[config.mk]
export PLATFORM = sky130hd
export DESIGN_NAME = spi_frame_engine
export DESIGN_NICKNAME = d
export VERILOG_FILES = /design/src/rtl/spi_frame_pkg.sv /design/src/rtl/spi_frame_engine.sv
export SDC_FILE = /design/constraint.sdc
export NUM_CORES = 1
export LEC_CHECK = 0
export BUFFER_PORTS_ARGS = -buffer_cell sky130_fd_sc_hd__buf_4
export CORE_ASPECT_RATIO = 1.1
export CORE_UTILIZATION = 55
export CTS_CLUSTER_SIZE = 14
export DETAILED_ROUTE_END_ITERATION = 12
export GPL_TIMING_DRIVEN = 0
export PLACE_DENSITY = 0.76
export RECOVER_POWER = 25
export SETUP_SLACK_MARGIN = 0.15
export SKIP_LAST_GASP = 1
export SYNTH_ARGS = -nofsm -noshare
export SYNTH_HDL_FRONTEND = slang
export SYNTH_SLANG_ARGS = --single-unit
export TNS_END_PERCENT = 50
[constraint.sdc]
create_clock -name mclk -period 8.2 [get_ports mclk]
set_clock_uncertainty 0.15 [all_clocks]
set_input_delay 0.82 -clock mclk [delete_from_list [all_inputs] [get_ports mclk]]
set_output_delay 0.82 -clock mclk [all_outputs]
set_load 0.01 [all_outputs]
[src/rtl/spi_frame_pkg.sv]
package spi_frame_pkg;

  // ----------------------------------------------------------------
  // Register offsets (byte addresses)
  // ----------------------------------------------------------------
  localparam logic [7:0] ctrl_offset    = 8'h00;
  localparam logic [7:0] tx_data_offset = 8'h04;
  localparam logic [7:0] rx_data_offset = 8'h08;
  localparam logic [7:0] status_offset  = 8'h0c;

  // ----------------------------------------------------------------
  // Control register fields
  // ----------------------------------------------------------------
  localparam int ctrl_enable_bit   = 0;  // port_enable_bit
  localparam int ctrl_format_bit   = 1;  // 0 four-wire, 1 command/response
  localparam int ctrl_polarity_bit = 2;  // clock_polarity_sel
  localparam int ctrl_phase_bit    = 3;  // clock_phase_sel
  localparam int ctrl_clk_dir_bit  = 4;  // clock_direction_sel, 1 = input
  localparam int ctrl_frm_dir_bit  = 5;  // frame_direction_sel, 1 = input
  localparam int ctrl_cmd_wide_bit = 6;  // command_width_sel, 1 = 16 bits
  localparam int ctrl_end_tx_data_state_bit     = 7;  // end_tx_data_state, 1 = hold
  localparam int ctrl_len_lsb      = 8;  // word length minus one
  localparam int ctrl_len_msb      = 12;
  localparam int ctrl_div_lsb      = 16; // half bit period minus one
  localparam int ctrl_div_msb      = 23;

  // 8-bit words, half period of five mclk cycles, port disabled
  localparam logic [31:0] ctrl_reset = 32'h0004_0700;

  // ----------------------------------------------------------------
  // Status register fields
  // ----------------------------------------------------------------
  localparam int status_tx_full_bit = 0;
  localparam int status_rx_full_bit = 1;
  localparam int status_busy_bit    = 2;
  localparam int status_overrun_bit = 3;

  // ----------------------------------------------------------------
  // Word and command lengths in bits
  // ----------------------------------------------------------------
  localparam logic [5:0] word_len_min  = 6'h04;
  localparam logic [5:0] word_len_full = 6'h20;
  localparam logic [5:0] resp_len_max  = 6'h10;
  localparam logic [5:0] cmd_len_short = 6'h08;
  localparam logic [5:0] cmd_len_long  = 6'h10;

  // ----------------------------------------------------------------
  // Engine states
  // ----------------------------------------------------------------
  typedef enum logic [1:0] {
    mode_idle,
    mode_master,
    mode_slave
  } mode_t;

endpackage

[src/rtl/spi_frame_engine.sv]
// Function
// Disabled: clock low, data low, frame high
// Frame falls, MSB half cycle later
// Default mode clock rises mid first bit
// Word length four to thirty-two bits
// Peripheral drives MSB first; sample rising edges
// Frame rises after last bit; push word
// Idle holds last bit; disable forces low
// Back-to-back words, frame stays low, no gaps
// Software sets clock and frame direction equal
// Phase clear: full idle lead, half tail
// Phase set: half idle lead, full tail
// Polarity inverts clock; phase shifts it half
// Equal selects drive falling; differ drive rising
// Phase select ignored outside four-wire format
// Receive line outside data bits is don't-care
// Command format sends 8 or 16 bit command
// Clock rises mid command MSB, keeps toggling
// Response follows one bit after command
// Last falling edge ends response, frame rises later
// Back-to-back commands follow responses without gap
// Command format is master only
// Command end state: hold bit or zero
// Response four to sixteen bits
// All words shifted MSB first
// Frame starts only with a transmit word waiting; slave mode starts on the frame fall without one and sends zeros
module spi_frame_engine (
  input  wire logic        mclk,
  input  wire logic        reset_n,
  input  wire logic [7:0]  address,
  input  wire logic [31:0] write_data,
  input  wire logic        write_strobe,
  input  wire logic        read_strobe,
  output logic      [31:0] read_data,
  input  wire logic        serial_bit_clock_in,
  output logic             serial_bit_clock_out,
  output logic             serial_bit_clock_oe,
  input  wire logic        frame_select_in,
  output logic             frame_select_out,
  output logic             frame_select_oe,
  output logic             tx_serial_line,
  input  wire logic        rx_serial_line
);

  // ----------------------------------------------------------------
  // State
  // ----------------------------------------------------------------
  typedef struct packed {
    logic [31:0]                 ctrl;
    logic [31:0]                 tx_word;
    logic                        tx_full;
    logic [31:0]                 rx_word;
    logic                        rx_full;
    logic                        overrun;
    logic [31:0]                 rdata;
    spi_frame_pkg::mode_t        mode;
    logic [7:0]                  hcnt;
    logic [6:0]                  ph;
    logic [5:0]                  scnt;
    logic                        fresh;
    logic [31:0]                 tx_sh;
    logic [31:0]                 rx_sh;
    logic                        tx_pin;
    logic                        sclk_pin;
    logic                        sclk_oe;
    logic                        frame_pin;
    logic                        frame_oe;
    logic                        sclk_s1;
    logic                        sclk_s2;
    logic                        sclk_s3;
    logic                        frm_s1;
    logic                        frm_s2;
    logic                        frm_s3;
    logic                        rx_s1;
    logic                        rx_s2;
  } state_t;

  state_t s;
  state_t next_s;

  // ----------------------------------------------------------------
  // Decoded configuration
  // ----------------------------------------------------------------
  logic       enabled;
  logic       cmd_fmt;
  logic       cpol;
  logic       cpha;
  logic       master_clk;
  logic       master_frm;
  logic [5:0] len_raw;
  logic [5:0] word_len;
  logic [5:0] cmd_len;
  logic [5:0] total_bits;
  logic [5:0] drive_bits;
  logic [5:0] skip_bits;
  logic [6:0] p_last;
  logic [6:0] p_drive_last;
  logic [5:0] load_shift;
  logic [31:0] load_word;
  logic       tick;
  logic       eff_clk;
  logic       eff_clk_prev;
  logic       lead_edge;
  logic       trail_edge;

  assign enabled    = s.ctrl[spi_frame_pkg::ctrl_enable_bit];
  assign cmd_fmt    = s.ctrl[spi_frame_pkg::ctrl_format_bit];
  // Polarity only shapes the four-wire format
  assign cpol       = s.ctrl[spi_frame_pkg::ctrl_polarity_bit] & ~cmd_fmt;
  assign cpha       = s.ctrl[spi_frame_pkg::ctrl_phase_bit] & ~cmd_fmt;
  assign master_clk = ~s.ctrl[spi_frame_pkg::ctrl_clk_dir_bit];
  assign master_frm = ~s.ctrl[spi_frame_pkg::ctrl_frm_dir_bit];

  // Word length clamped to the legal range of each format
  assign len_raw = 6'(s.ctrl[spi_frame_pkg::ctrl_len_msb:
                             spi_frame_pkg::ctrl_len_lsb]) + 6'h01;
  always_comb begin
    word_len = len_raw;
    if (len_raw < spi_frame_pkg::word_len_min) begin
      word_len = spi_frame_pkg::word_len_min;
    end
    if (cmd_fmt && len_raw > spi_frame_pkg::resp_len_max) begin
      word_len = spi_frame_pkg::resp_len_max;
    end
  end

  // Command frame is command, one turnaround bit, then response
  assign cmd_len = s.ctrl[spi_frame_pkg::ctrl_cmd_wide_bit] ?
                   spi_frame_pkg::cmd_len_long :
                   spi_frame_pkg::cmd_len_short;
  assign total_bits = cmd_fmt ? cmd_len + 6'h01 + word_len : word_len;
  assign drive_bits = cmd_fmt ? cmd_len : word_len;
  assign skip_bits  = cmd_fmt ? cmd_len + 6'h01 : 6'h00;
  assign p_last       = {total_bits, 1'b0};
  assign p_drive_last = {drive_bits, 1'b0} - 7'h01;

  // Transmit word left aligned so bit 31 leaves first
  assign load_shift = spi_frame_pkg::word_len_full - drive_bits;
  assign load_word  = s.tx_full ? (s.tx_word << load_shift) : 32'h0;

  // Half bit period enable
  assign tick = (s.hcnt == s.ctrl[spi_frame_pkg::ctrl_div_msb:
                                  spi_frame_pkg::ctrl_div_lsb]);

  // Slave clock edges seen through the synchroniser
  assign eff_clk      = s.sclk_s2 ^ cpol;
  assign eff_clk_prev = s.sclk_s3 ^ cpol;
  assign lead_edge    = eff_clk & ~eff_clk_prev;
  assign trail_edge   = ~eff_clk & eff_clk_prev;

  // ----------------------------------------------------------------
  // Next state
  // ----------------------------------------------------------------
  always_comb begin
    logic        push;
    logic [31:0] push_word;
    logic        load;
    logic        samp_edge;
    logic        drv_edge;
    logic [6:0]  p;
    logic        cont;
    logic        toggle;
    push      = 1'b0;
    push_word = s.rx_sh;
    load      = 1'b0;
    samp_edge = cpha ? trail_edge : lead_edge;
    drv_edge  = cpha ? lead_edge : trail_edge;
    p         = s.ph;
    cont      = 1'b0;
    toggle    = 1'b0;
    next_s    = s;
    next_s.rdata = 32'h0;

    // Pin synchronisers, second stage is the first one read
    next_s.sclk_s1 = serial_bit_clock_in;
    next_s.sclk_s2 = s.sclk_s1;
    next_s.sclk_s3 = s.sclk_s2;
    next_s.frm_s1  = frame_select_in;
    next_s.frm_s2  = s.frm_s1;
    next_s.frm_s3  = s.frm_s2;
    next_s.rx_s1   = rx_serial_line;
    next_s.rx_s2   = s.rx_s1;
    next_s.sclk_oe  = master_clk;
    next_s.frame_oe = master_frm;

    // Register writes; a full transmit holder refuses new words
    if (write_strobe) begin
      case (address)
        spi_frame_pkg::ctrl_offset: begin
          next_s.ctrl = write_data;
        end
        spi_frame_pkg::tx_data_offset: begin
          if (!s.tx_full) begin
            next_s.tx_word = write_data;
            next_s.tx_full = 1'b1;
          end
        end
        spi_frame_pkg::status_offset: begin
          if (write_data[spi_frame_pkg::status_overrun_bit]) begin
            next_s.overrun = 1'b0;
          end
        end
        default: begin
        end
      endcase
    end

    // Register reads, answered in the next cycle only
    if (read_strobe) begin
      case (address)
        spi_frame_pkg::ctrl_offset: begin
          next_s.rdata = s.ctrl;
        end
        spi_frame_pkg::rx_data_offset: begin
          next_s.rdata   = s.rx_word;
          next_s.rx_full = 1'b0;
        end
        spi_frame_pkg::status_offset: begin
          next_s.rdata[spi_frame_pkg::status_tx_full_bit] = s.tx_full;
          next_s.rdata[spi_frame_pkg::status_rx_full_bit] = s.rx_full;
          next_s.rdata[spi_frame_pkg::status_busy_bit] =
            (s.mode != spi_frame_pkg::mode_idle);
          next_s.rdata[spi_frame_pkg::status_overrun_bit] = s.overrun;
        end
        default: begin
        end
      endcase
    end

    // Frame engine
    if (!enabled) begin
      next_s.mode      = spi_frame_pkg::mode_idle;
      next_s.sclk_pin  = 1'b0;
      next_s.frame_pin = 1'b1;
      next_s.tx_pin    = 1'b0;
      next_s.hcnt      = 8'h00;
    end else begin
      unique case (s.mode)
        spi_frame_pkg::mode_idle: begin
          next_s.sclk_pin  = cpol;
          next_s.frame_pin = 1'b1;
          next_s.hcnt      = 8'h00;
          if (master_clk && master_frm && s.tx_full) begin
            next_s.frame_pin = 1'b0;
            next_s.ph        = 7'h01;
            next_s.mode      = spi_frame_pkg::mode_master;
            load             = 1'b1;
          end else if (!master_clk && !master_frm && !cmd_fmt &&
                       s.frm_s3 && !s.frm_s2) begin
            next_s.mode  = spi_frame_pkg::mode_slave;
            next_s.scnt  = 6'h00;
            next_s.fresh = cpha;
            load         = 1'b1;
            if (!cpha) begin
              next_s.tx_pin = load_word[31];
            end
          end
        end

        spi_frame_pkg::mode_master: begin
          next_s.hcnt = tick ? 8'h00 : s.hcnt + 8'h01;
          if (tick) begin
            next_s.ph = p + 7'h01;
            // Phase moves the toggle window by half a period
            toggle = cpha ? (p >= 7'h01 && p <= p_last) :
                            (p >= 7'h02 && p <= p_last + 7'h01);

            // MSB goes out half a period after the frame falls
            if (p == 7'h01) begin
              next_s.tx_pin = s.tx_sh[31];
            end else if (p[0] && p <= p_drive_last) begin
              next_s.tx_sh  = {s.tx_sh[30:0], 1'b0};
              next_s.tx_pin = s.tx_sh[30];
            end
            // Even half periods carry the sampling edge
            if (!p[0] && p >= 7'h02 && p <= p_last &&
                p[6:1] > skip_bits) begin
              next_s.rx_sh = {s.rx_sh[30:0], s.rx_s2};
            end
            if (p == p_last + 7'h01 && s.tx_full) begin
              // Next word starts on this very edge
              cont          = 1'b1;
              push          = 1'b1;
              load          = 1'b1;
              next_s.tx_pin = load_word[31];
              next_s.ph     = 7'h02;
            end
            if (toggle || cont) begin
              next_s.sclk_pin = ~s.sclk_pin;
            end
            if (p == p_last + 7'h02) begin
              next_s.frame_pin = 1'b1;
              next_s.mode      = spi_frame_pkg::mode_idle;
              push             = 1'b1;
              if (cmd_fmt &&
                  !s.ctrl[spi_frame_pkg::ctrl_end_tx_data_state_bit]) begin
                next_s.tx_pin = 1'b0;
              end
            end
          end
        end

        spi_frame_pkg::mode_slave: begin
          if (s.frm_s2) begin
            // Frame released; line keeps its last bit
            next_s.mode = spi_frame_pkg::mode_idle;
          end else begin
            if (drv_edge) begin
              if (s.fresh) begin
                next_s.tx_pin = s.tx_sh[31];
                next_s.fresh  = 1'b0;
              end else begin
                next_s.tx_sh  = {s.tx_sh[30:0], 1'b0};
                next_s.tx_pin = s.tx_sh[30];
              end
            end
            if (samp_edge) begin
              next_s.rx_sh = {s.rx_sh[30:0], s.rx_s2};
              next_s.scnt  = s.scnt + 6'h01;
              if (s.scnt + 6'h01 == word_len) begin
                // Word boundary tracked by length alone
                push         = 1'b1;
                push_word    = {s.rx_sh[30:0], s.rx_s2};
                load         = 1'b1;
                next_s.scnt  = 6'h00;
                next_s.fresh = 1'b1;
              end
            end
          end
        end

        default: begin
          next_s.mode = spi_frame_pkg::mode_idle;
        end
      endcase
    end

    // Transmit holder to shifter; receive shifter restarts empty
    if (load) begin
      next_s.tx_sh = load_word;
      next_s.rx_sh = 32'h0;
      if (s.tx_full) begin
        next_s.tx_full = 1'b0;
      end
    end

    // Completed word; an unread word is lost and flagged
    if (push) begin
      if (next_s.rx_full) begin
        next_s.overrun = 1'b1;
      end
      next_s.rx_word = push_word;
      next_s.rx_full = 1'b1;
    end
  end

  // ----------------------------------------------------------------
  // Registers
  // ----------------------------------------------------------------
  always_ff @(posedge mclk) begin
    if (!reset_n) begin
      s           <= '0;
      s.ctrl      <= spi_frame_pkg::ctrl_reset;
      s.mode      <= spi_frame_pkg::mode_idle;
      s.frame_pin <= 1'b1;
      s.frame_oe  <= 1'b1;
      s.sclk_oe   <= 1'b1;
      s.frm_s1    <= 1'b1;
      s.frm_s2    <= 1'b1;
      s.frm_s3    <= 1'b1;
    end else begin
      s <= next_s;
    end
  end

  // Pins and read data straight from flops
  assign read_data            = s.rdata;
  assign serial_bit_clock_out = s.sclk_pin;
  assign serial_bit_clock_oe  = s.sclk_oe;
  assign frame_select_out     = s.frame_pin;
  assign frame_select_oe      = s.frame_oe;
  assign tx_serial_line       = s.tx_pin;

endmodule

# Word-level counts from Yosys, hierarchy flattened
# Index checks and enable logic that the tools add are counted.
# Widths: inputs -> output; s select.
# op_classes
eq_ne,29
shifts,1
add_sub_neg,10
n_mul,0
muxes,88
n_lt_le_gt_ge,8
reduce_logical,43
bitwise_logic,14
div_mod_pow,0
# op_table
operator,count
$mux 32,11
$mux 64,2
$pmux 64 s2,1
$mux 72,1
$mux 66,1
$pmux 28 s2,1
$mux 7,7
$mux 1,41
$mux 33,1
$shl 32x6->32,1
$mux 6,5
$pmux 15 s2,1
$ne 2x2->1 const B,12
$le 7x7->1,3
$ne 3x3->1 const B,7
$eq 8x4->1 const B,2
$logic_and 1x1->1,15
$add 7x1->7 const B,2
$eq 7x7->1,2
$pmux 7 s2,1
$add 5x1->6 const B,2
$mux 2,6
$pmux 4 s3,1
$reduce_and 6->1,2
38 further kinds,65
# totals
regBits,232
latchBits,0
output_inout_bits,37
romBits,0
ram_bits,0
mem_count,0

# Longest topological paths before layout
# Gate-level depths: netlist (run 1).
# logic_depth
depth_word,19
depth_mapped,32
depth_no_buf,23

# Worst setup path after synthesis (run 1)
# OpenSTA, ideal clock, no wires.
# synth_path
path_type,reg-to-reg
startpoint,register s[208] (netlist name)
endpoint,register s[48] (netlist name)
arrival_ns,6.358
required_time_ns,7.927
slack_ns,1.569
period_less_slack_ns,6.631
setup_ns,0.123
stages_incl_launch_ff,33
path_buffers,9
path_cell_list,dfxtp_1 ha_1 buf_6 and2_1 buf_4 a31oi_4 o211ai_2 nand2_1 nor2_1 ha_1 clkbuf_1 buf_1 clkbuf_1 inv_1 ha_1 nand2_1 mux2_2 o22a_1 clkbuf_1 buf_1 clkbuf_1 ha_1 a21o_1 a21oi_1 o21ai_0 a21oi_1 nand3_1 nand2_1 o2111ai_1 and2_1 buf_2 a221oi_1 nor2_1
# synth_via
elab_chain_len,15
word_cells_on_any_way,36
# synth_lines
item,line,rtl
from (decl),spi_frame_engine.sv:78,state_t s;
from (signal assigned),spi_frame_engine.sv:372,s <= next_s;
$add 5x1->6 *,spi_frame_engine.sv:116,spi_frame_pkg::ctrl_len_lsb]) + 6'h01;
$lt 6x3->1 or $gt 6x5->1 (tied branches),"spi_frame_engine.sv:119, spi_frame_engine.sv:122",
$mux 6 or $logic_and 1x1->1 (tied branches),"spi_frame_engine.sv:119, spi_frame_engine.sv:122",
$mux 6 *,spi_frame_engine.sv:122,if (cmd_fmt && len_raw > spi_frame_pkg::resp_len_max) begin
$add 6x6->6,spi_frame_engine.sv:131,assign total_bits = cmd_fmt ? cmd_len + 6'h01 + word_len : word_len;
$mux 6,spi_frame_engine.sv:131,
$add 7x1->7,spi_frame_engine.sv:280,if (p == p_last + 7'h01 && s.tx_full) begin
$eq 7x7->1,spi_frame_engine.sv:280,
$logic_and 1x1->1,spi_frame_engine.sv:280,
$mux 1,spi_frame_engine.sv:280,
$mux 1,spi_frame_engine.sv:262,if (tick) begin
$pmux 1 s3,spi_frame_engine.sv:238,unique case (s.mode)
$mux 1,spi_frame_engine.sv:231,if (!enabled) begin
"$ne 3x3->1 (no source line), or another cell as far along",-,
$reduce_and 8->1 (no source line),-,
# Every way passes the cells marked *; elsewhere a longest branch is shown, timed or not.
# A chain may end at the register's enable or synchronous reset.

# Worst setup path after layout (run 1)
# layout_path
startpoint,register s[208] (netlist name)
endpoint,register s[75] (netlist name)
# Same word-level chain as after synthesis.

==> impl_metrics.tcl, run 1 <==
set metrics [dict create \
    fillers 2103 \
    synth_top_cell_by_area "dfxtp_1" \
    drc 0 \
    startpoint "s[208]" \
    drtAntennaViolNets 0 \
    slew_headroom_pct 30.3 \
    setup_viol 0 \
    avgSynthCellArea_um2 8.29 \
    ys_seq_elements 232 \
    preCtsSetupSlack_ps -380 \
    area_growth_pct 13.1 \
    period_share_pct 93.3 \
    grt_pass1_wl_mm 59.5 \
    drive_above_1_share_pct 14.5 \
    vias_per_cell 5.89 \
    multi_input_area_mm2 0.00769 \
    hp-class "register to register" \
    rsz0062_at_grt "no" \
    outcome "complete, no violations" \
    drt_iter0_drc 910 \
    wl_mm 38.2 \
    synth_cell_type_count 89 \
    wl_per_cell_um 18.9 \
    total_power_mw 2.39 \
    async_flop_share_pct 0 \
    track_usage_pct 30.8 \
    postLayoutCoreUtil_pct 63.2 \
    power_density_mw_per_mm2 160 \
    maxCapViolations 0 \
    antenna_found_initial 1 \
    worst_slew_pin_slew_ps 1040 \
    finalSetupTns_ps 0 \
    gp_congestion 0.971 \
    clk_path_buf_depth 3 \
    r2r_start "s[208]" \
    p_leak_nw 5.98 \
    dr.pass1.iters 5 \
    cp_common_cell "ha_1" \
    synth_area_leaders "dfxtp_1 35%, mux2i_1 11%, nand2_1 8.2%, nor2_1 4.5%, mux2_2 4.3%" \
    grt_overflow 0 \
    cpMaxStageDelayCell "dfxtp_1" \
    slew_viol_final 0 \
    cts.sinks 232 \
    synth-main-ff-cell "dfxtp_1" \
    die-area_mm2 0.0246 \
    grt_max_degree 14 \
    port_buffers 81 \
    postCtsSetupBuffers 0 \
    syn_area_mm2 0.0132 \
    crit_fanout 10 \
    startpoint_type "register" \
    numCtsBuffers 25 \
    path_clk_slew_ps 60 \
    cts_tree "done" \
    htreeDepth 1 \
    hold_viol_final 0 \
    vias 11900 \
    synth_edf_count 0 \
    nets 1779 \
    critical_path_class "register to register" \
    start_util_pct 55.8 \
    synth_top_area_share_pct 35.2 \
    syn_nets 1671 \
    core_area_mm2 0.0236 \
    rows 59 \
    max_freq_mhz 131 \
    min_from "next_s[3]" \
    fin_ws_ps 548 \
    syn_inst 1591 \
    clk_latency_ps 550 \
    fp.dieH_um 164 \
    clockRootBuffer "clkbuf_16" \
    antenna_cells 0 \
    hold_buffers 0 \
    ctsResizeCount 3 \
    ir_worst_vdd_mv 0.163 \
    endpoint_kind "register" \
    period_needed_ps 7650 \
    ys_warn_count 0 \
    regArea_mm2 0.00464 \
    worstPathRequired_ps 8470 \
    ys_seq_area_share_pct 35.2 \
    cp.arrival_ps 7920 \
    die_w_um 150 \
    pin_count 84 \
    cpPeakStageDelay_ps 480 \
    hpwlAfterDp_mm 28.8 \
    grt_pass1_vias 11400 \
]
==> Yosys cell counts, types with 6 or more instances <==
library cell  instances
a211oi_1              7
a21boi_0             63
a21o_1               10
a21oi_1              78
a221oi_1             10
a221oi_2              9
a22oi_1              13
a31oi_1               7
and2_1               11
and3_1               11
buf_1                10
buf_2                13
buf_4                37
buf_6                 8
clkbuf_1             69
dfxtp_1             232
ha_1                 33
inv_1                19
mux2_2               50
mux2i_1             140
nand2_1             288
nand2b_1             11
nand3_1              35
nand4_1              13
nor2_1              158
nor2b_1              19
nor3_1               17
nor3b_1               6
o21ai_0              80
o22ai_1               6
xnor2_1              15
xor2_1               18
==> cell usage in the layout, fill, tap and decap left out, types with 15 or more instances in the layout <==
master       n
nand2_1    288
dfxtp_1    232
nor2_1     158
mux2i_1    140
clkbuf_1   106
o21ai_0     80
buf_4       79
a21oi_1     78
a21boi_0    63
mux2_2      50
nand3_1     35
ha_1        33
clkbuf_16   25
inv_1       19
nor2b_1     19
xor2_1      18
nor3_1      17
buf_2       15
xnor2_1     15
==> routing by layer <==
metal	up-vias	GRT usage, %	wire, um
met2	410	52.2	18000
met5	-	0	0
met4	0	11.4	1370
li1	5742	-	-
met3	106	3.65	2470
met1	5649	40.2	16400
==> sequential cells by signal, indices dropped and copies added (netlist names) <==
signal / count
frame_select_oe: 1
serial_bit_clock_oe: 1
serial_bit_clock_out: 1
cmd_fmt: 1
frame_select_out: 1
tx_serial_line: 1
s: 188
enabled: 1
read_data: 32
next_s: 5
==> worst max-delay path, delay by kind of cell (launching register included) <==
| kind | cells | cell delay (ps) |
|---|---|---|
| simple gates | 8 | 1070 |
| flops | 1 | 480 |
| mux | 1 | 140 |
| compound gates | 9 | 1990 |
| buf+inv | 10 | 2620 |
| fa+ha+maj | 4 | 1030 |
==> final cells by class <==
type	instances	share of cell area (%)
Timing Repair Buffer	81	3.17
Inverter	20	0.503
Clock inverter	11	0.847
Buffer	141	5.27
Clock buffer	34	4.96
Multi-Input combinational cell	1198	51.6
Tap cell	305	2.56
Sequential cell	232	31.1
==> worst paths after layout <==
check,cells past startpoint,slack (ps),to
max,32,550,s[75]
min,1,260,next_s[2]
max reg2reg,32,550,s[75]
min reg2reg,1,260,next_s[2]
==> kinds of logic (layout without fill, tap and decap cells) <==
logic type               after synthesis  in the layout  share of synthesized area, %
AND/OR/NAND/NOR                      605            605                          20.2
adder cells (fa/ha/maj)               33             33                          3.13
XOR/XNOR                              33             33                          2.19
multiplexers                         194            194                          15.5
AO/OA/AOI/OAI                        333            333                          17.3
buffers and inverters                161            287                          6.48
flip-flops                           232            232                          35.2
==> stage by stage <==
stage,hold slack [ps],cells,cell area [um2]
floorplan,236,1591,13200
global placement,246,1977,14200
detailed placement,256,1977,14200
CTS,269,2022,15100
global route,318,2022,14900
finish,263,2022,14900
==> power breakdown <==
group          total [mW]  internal [mW]  switching (mW)
logic              0.0856         0.0328          0.0529
clock network        1.17          0.696           0.477
registers            1.13           1.13         0.00127
total                2.39           1.86           0.531
Note: power is estimated with default switching activity, not from simulation.
==> inputs of run 2 (changes only) <==
--- a/config.mk
+++ b/config.mk
@@ -5,6 +5,7 @@
 export SDC_FILE = /design/constraint.sdc
 export NUM_CORES = 1
 export LEC_CHECK = 0
+export ABC_AREA = 1
 export BUFFER_PORTS_ARGS = -buffer_cell sky130_fd_sc_hd__buf_4
 export CORE_ASPECT_RATIO = 1.1
 export CORE_UTILIZATION = 55
==> run 2 against run 1 <==
Compared with the run above: wire length is 6.6% higher; sequential cell count stayed put; register-to-register slack better by 360 ps; worst hold slack better by 17 ps; critical path depth is 1 lower; final cell count is 19% higher; critical path type unchanged; critical endpoint is now s[62].
==> impl_metrics.tcl, run 2 <==
set metrics [dict create \
    synth_cell_type_count 50 \
    p_int_mw 1.95 \
    hold_buffers 0 \
    syn_nets 2064 \
    drtAntennaViolNets 0 \
    maxCapViolations 0 \
    wl_met1_mm 17.3 \
    cts_tree "done" \
    p_leak_nw 5.96 \
    period_share_pct 88.9 \
    wl_mm 40.7 \
    top_register "s" \
    slew_headroom_pct 21.6 \
    grt_pass1_vias 12300 \
    final_common_cell "nand2_1" \
    clockRootBuffer "clkbuf_16" \
    worst_slew_pin_slew_ps 1170 \
    outcome "complete, no violations" \
    synthXorXnorAreaFrac_pct 1.60 \
    cp.arrival_ps 7580 \
    worst-path-buf-inv 7 \
    synth_area_leaders "dfxtp_1 35%, nand2_1 14%, nor2_1 6.7%, o21ai_0 6.7%, a21oi_1 6.0%" \
    syn_area_mm2 0.0131 \
    ys_seq_area_share_pct 35.5 \
    slew_viol_final 0 \
    crit_fanout 10 \
    hold_viol_final 0 \
    gp_congestion 0.970 \
    finalSetupTns_ps 0 \
    power_density_mw_per_mm2 168 \
    ir_worst_vdd_mv 0.173 \
    power_switching_mw 0.547 \
    antenna_found_initial 0 \
    pin_count 84 \
    endpoint_kind "register" \
    cpMaxStageDelayCell "dfxtp_1" \
    synth_top_area_share_pct 35.5 \
    rsz0062_at_grt "no" \
    startpoint_type "register" \
    rows 58 \
    grt_pass1_wl_mm 63.2 \
    path_clk_slew_ps 60 \
    ys_warn_count 0 \
    total_power_mw 2.50 \
    clk_latency_ps 550 \
    p_seq_share_pct 45.2 \
    ctsResizeCount 0 \
    p_comb_share_pct 3.3 \
    postCtsSetupBuffers 0 \
    synth_top_family_by_area "simple AND/OR/NAND/NOR gates" \
    port_buffers 83 \
    highest_layer "met4" \
    synth_mux_area_share_pct 0.382 \
    clk_path_buf_depth 3 \
    setup_viol 0 \
    drt_iter0_drc 1163 \
    cts.sinks 232 \
    track_usage_pct 33.1 \
    synth-main-ff-cell "dfxtp_1" \
    core_area_mm2 0.0231 \
    area_growth_pct 13.7 \
    syn_inst 1984 \
    grt_max_degree 15 \
    vias_per_cell 5.66 \
    hp-class "register to register" \
    largest_reg_flops 188 \
    worstPathRequired_ps 8490 \
    met2_length_mm 18.7 \
    htreeDepth 1 \
    ys_seq_elements 232 \
    nets 2174 \
    fp.dieH_um 164 \
    die-area_mm2 0.0244 \
    synth.most_common_cell "nand2_1" \
    drive_above_1_share_pct 8.10 \
    critical_path_class "register to register" \
    synth_top_cell_by_area "dfxtp_1" \
    vias 13700 \
    hpwlAfterDp_mm 31.0 \
    avgSynthCellArea_um2 6.60 \
    die_w_um 149 \
    synth_common_cells "491 x nand2_1, 234 x nor2_1, 232 x dfxtp_1, 175 x o21ai_0, 161 x inv_1" \
    sw_frac_of_total_pct 21.9 \
    period_needed_ps 7290 \
    cpPeakStageDelay_ps 540 \
    dr.pass1.iters 7 \
    synth_simple_gate_area_share_pct 31.1 \
    synth_edf_count 0 \
    synth_compound_area_share_pct 17.6 \
    critPathTopFamily "buffers and inverters" \
    post_dp_cell_area_mm2 0.0141 \
    max_freq_mhz 137 \
    synth_fa_ha_area_share_pct 3.15 \
    numCtsBuffers 25 \
    drc 0 \
    wl_met3_mm 3.03 \
    wl_per_cell_um 16.9 \
    pwr-share-clk_pct 51.4 \
    antenna_cells 0 \
    start_util_pct 56.7 \
    finalInstanceArea_mm2 0.0149 \
    final_cell_mix "491 x nand2_1, 234 x nor2_1, 232 x dfxtp_1, 175 x o21ai_0, 161 x inv_1" \
    grt_overflow 0 \
    cp_common_cell "nand2_1" \
    async_flop_share_pct 0 \
]
run 2: path summary, 6_finish.rpt:
kind             start         to  slack (ps)  depth (start not counted)
max reg2reg     s[208]      s[62]         910                         31
min          next_s[3]  next_s[2]         280                          1
min reg2reg  next_s[3]  next_s[2]         280                          1
max             s[208]      s[62]         910                         31
run 2: logic make-up (layout without fill, tap and decap cells):
family / count (synthesis) / count (layout)
xor+xnor: 23 / 23
buf+inv: 319 / 447
simple gates: 948 / 948
compound gates: 424 / 424
mux: 5 / 5
flops: 232 / 232
fa+ha+maj: 33 / 33
run 2: power groups by stage:
stage / sequential, mW / combinational [mW] / clock, mW
floorplan: 1.16 / 0.0374 / 0
global placement: 1.16 / 0.0803 / 0
detailed placement: 1.16 / 0.0811 / 0
CTS: 1.13 / 0.0815 / 1.30
global route: 1.13 / 0.0889 / 1.34
finish: 1.13 / 0.0836 / 1.29
run 2: area by class of cell:
| type | instances | area (um2) |
|---|---|---|
| inverters | 166 | 623 |
| fillers | 2202 | 8190 |
| clock buffers | 33 | 706 |
| plain buffers | 153 | 769 |
| clock inverters | 12 | 233 |
| repair buffers | 83 | 480 |
| multi-input cells | 1433 | 7060 |
| flip-flops and latches | 232 | 4640 |
| well taps | 300 | 375 |
run 2: per-stage QoR:
| stage | hold slack [ps] | utilization [%] | std cells | setup WS [ps] |
|---|---|---|---|---|
| 3_5_place_dp | 257 | 61.1 | 2367 | 1200 |
| 5_1_grt | 302 | 64.5 | 2412 | 449 |
| 2_1_floorplan | 240 | - | 1984 | 3000 |
| 3_3_place_gp | 252 | 61.0 | 2367 | 1270 |
| 6_report | 280 | 64.5 | 2412 | 908 |
| 4_1_cts | 277 | 65.1 | 2412 | 1150 |
run 2: metal layers:
metal / track usage [%] / vias to the layer above
li1: - / 6711
met3: 3.78 / 108
met2: 55.0 / 544
met4: 13.9 / 0
met1: 43.3 / 6298
met5: 0 / -
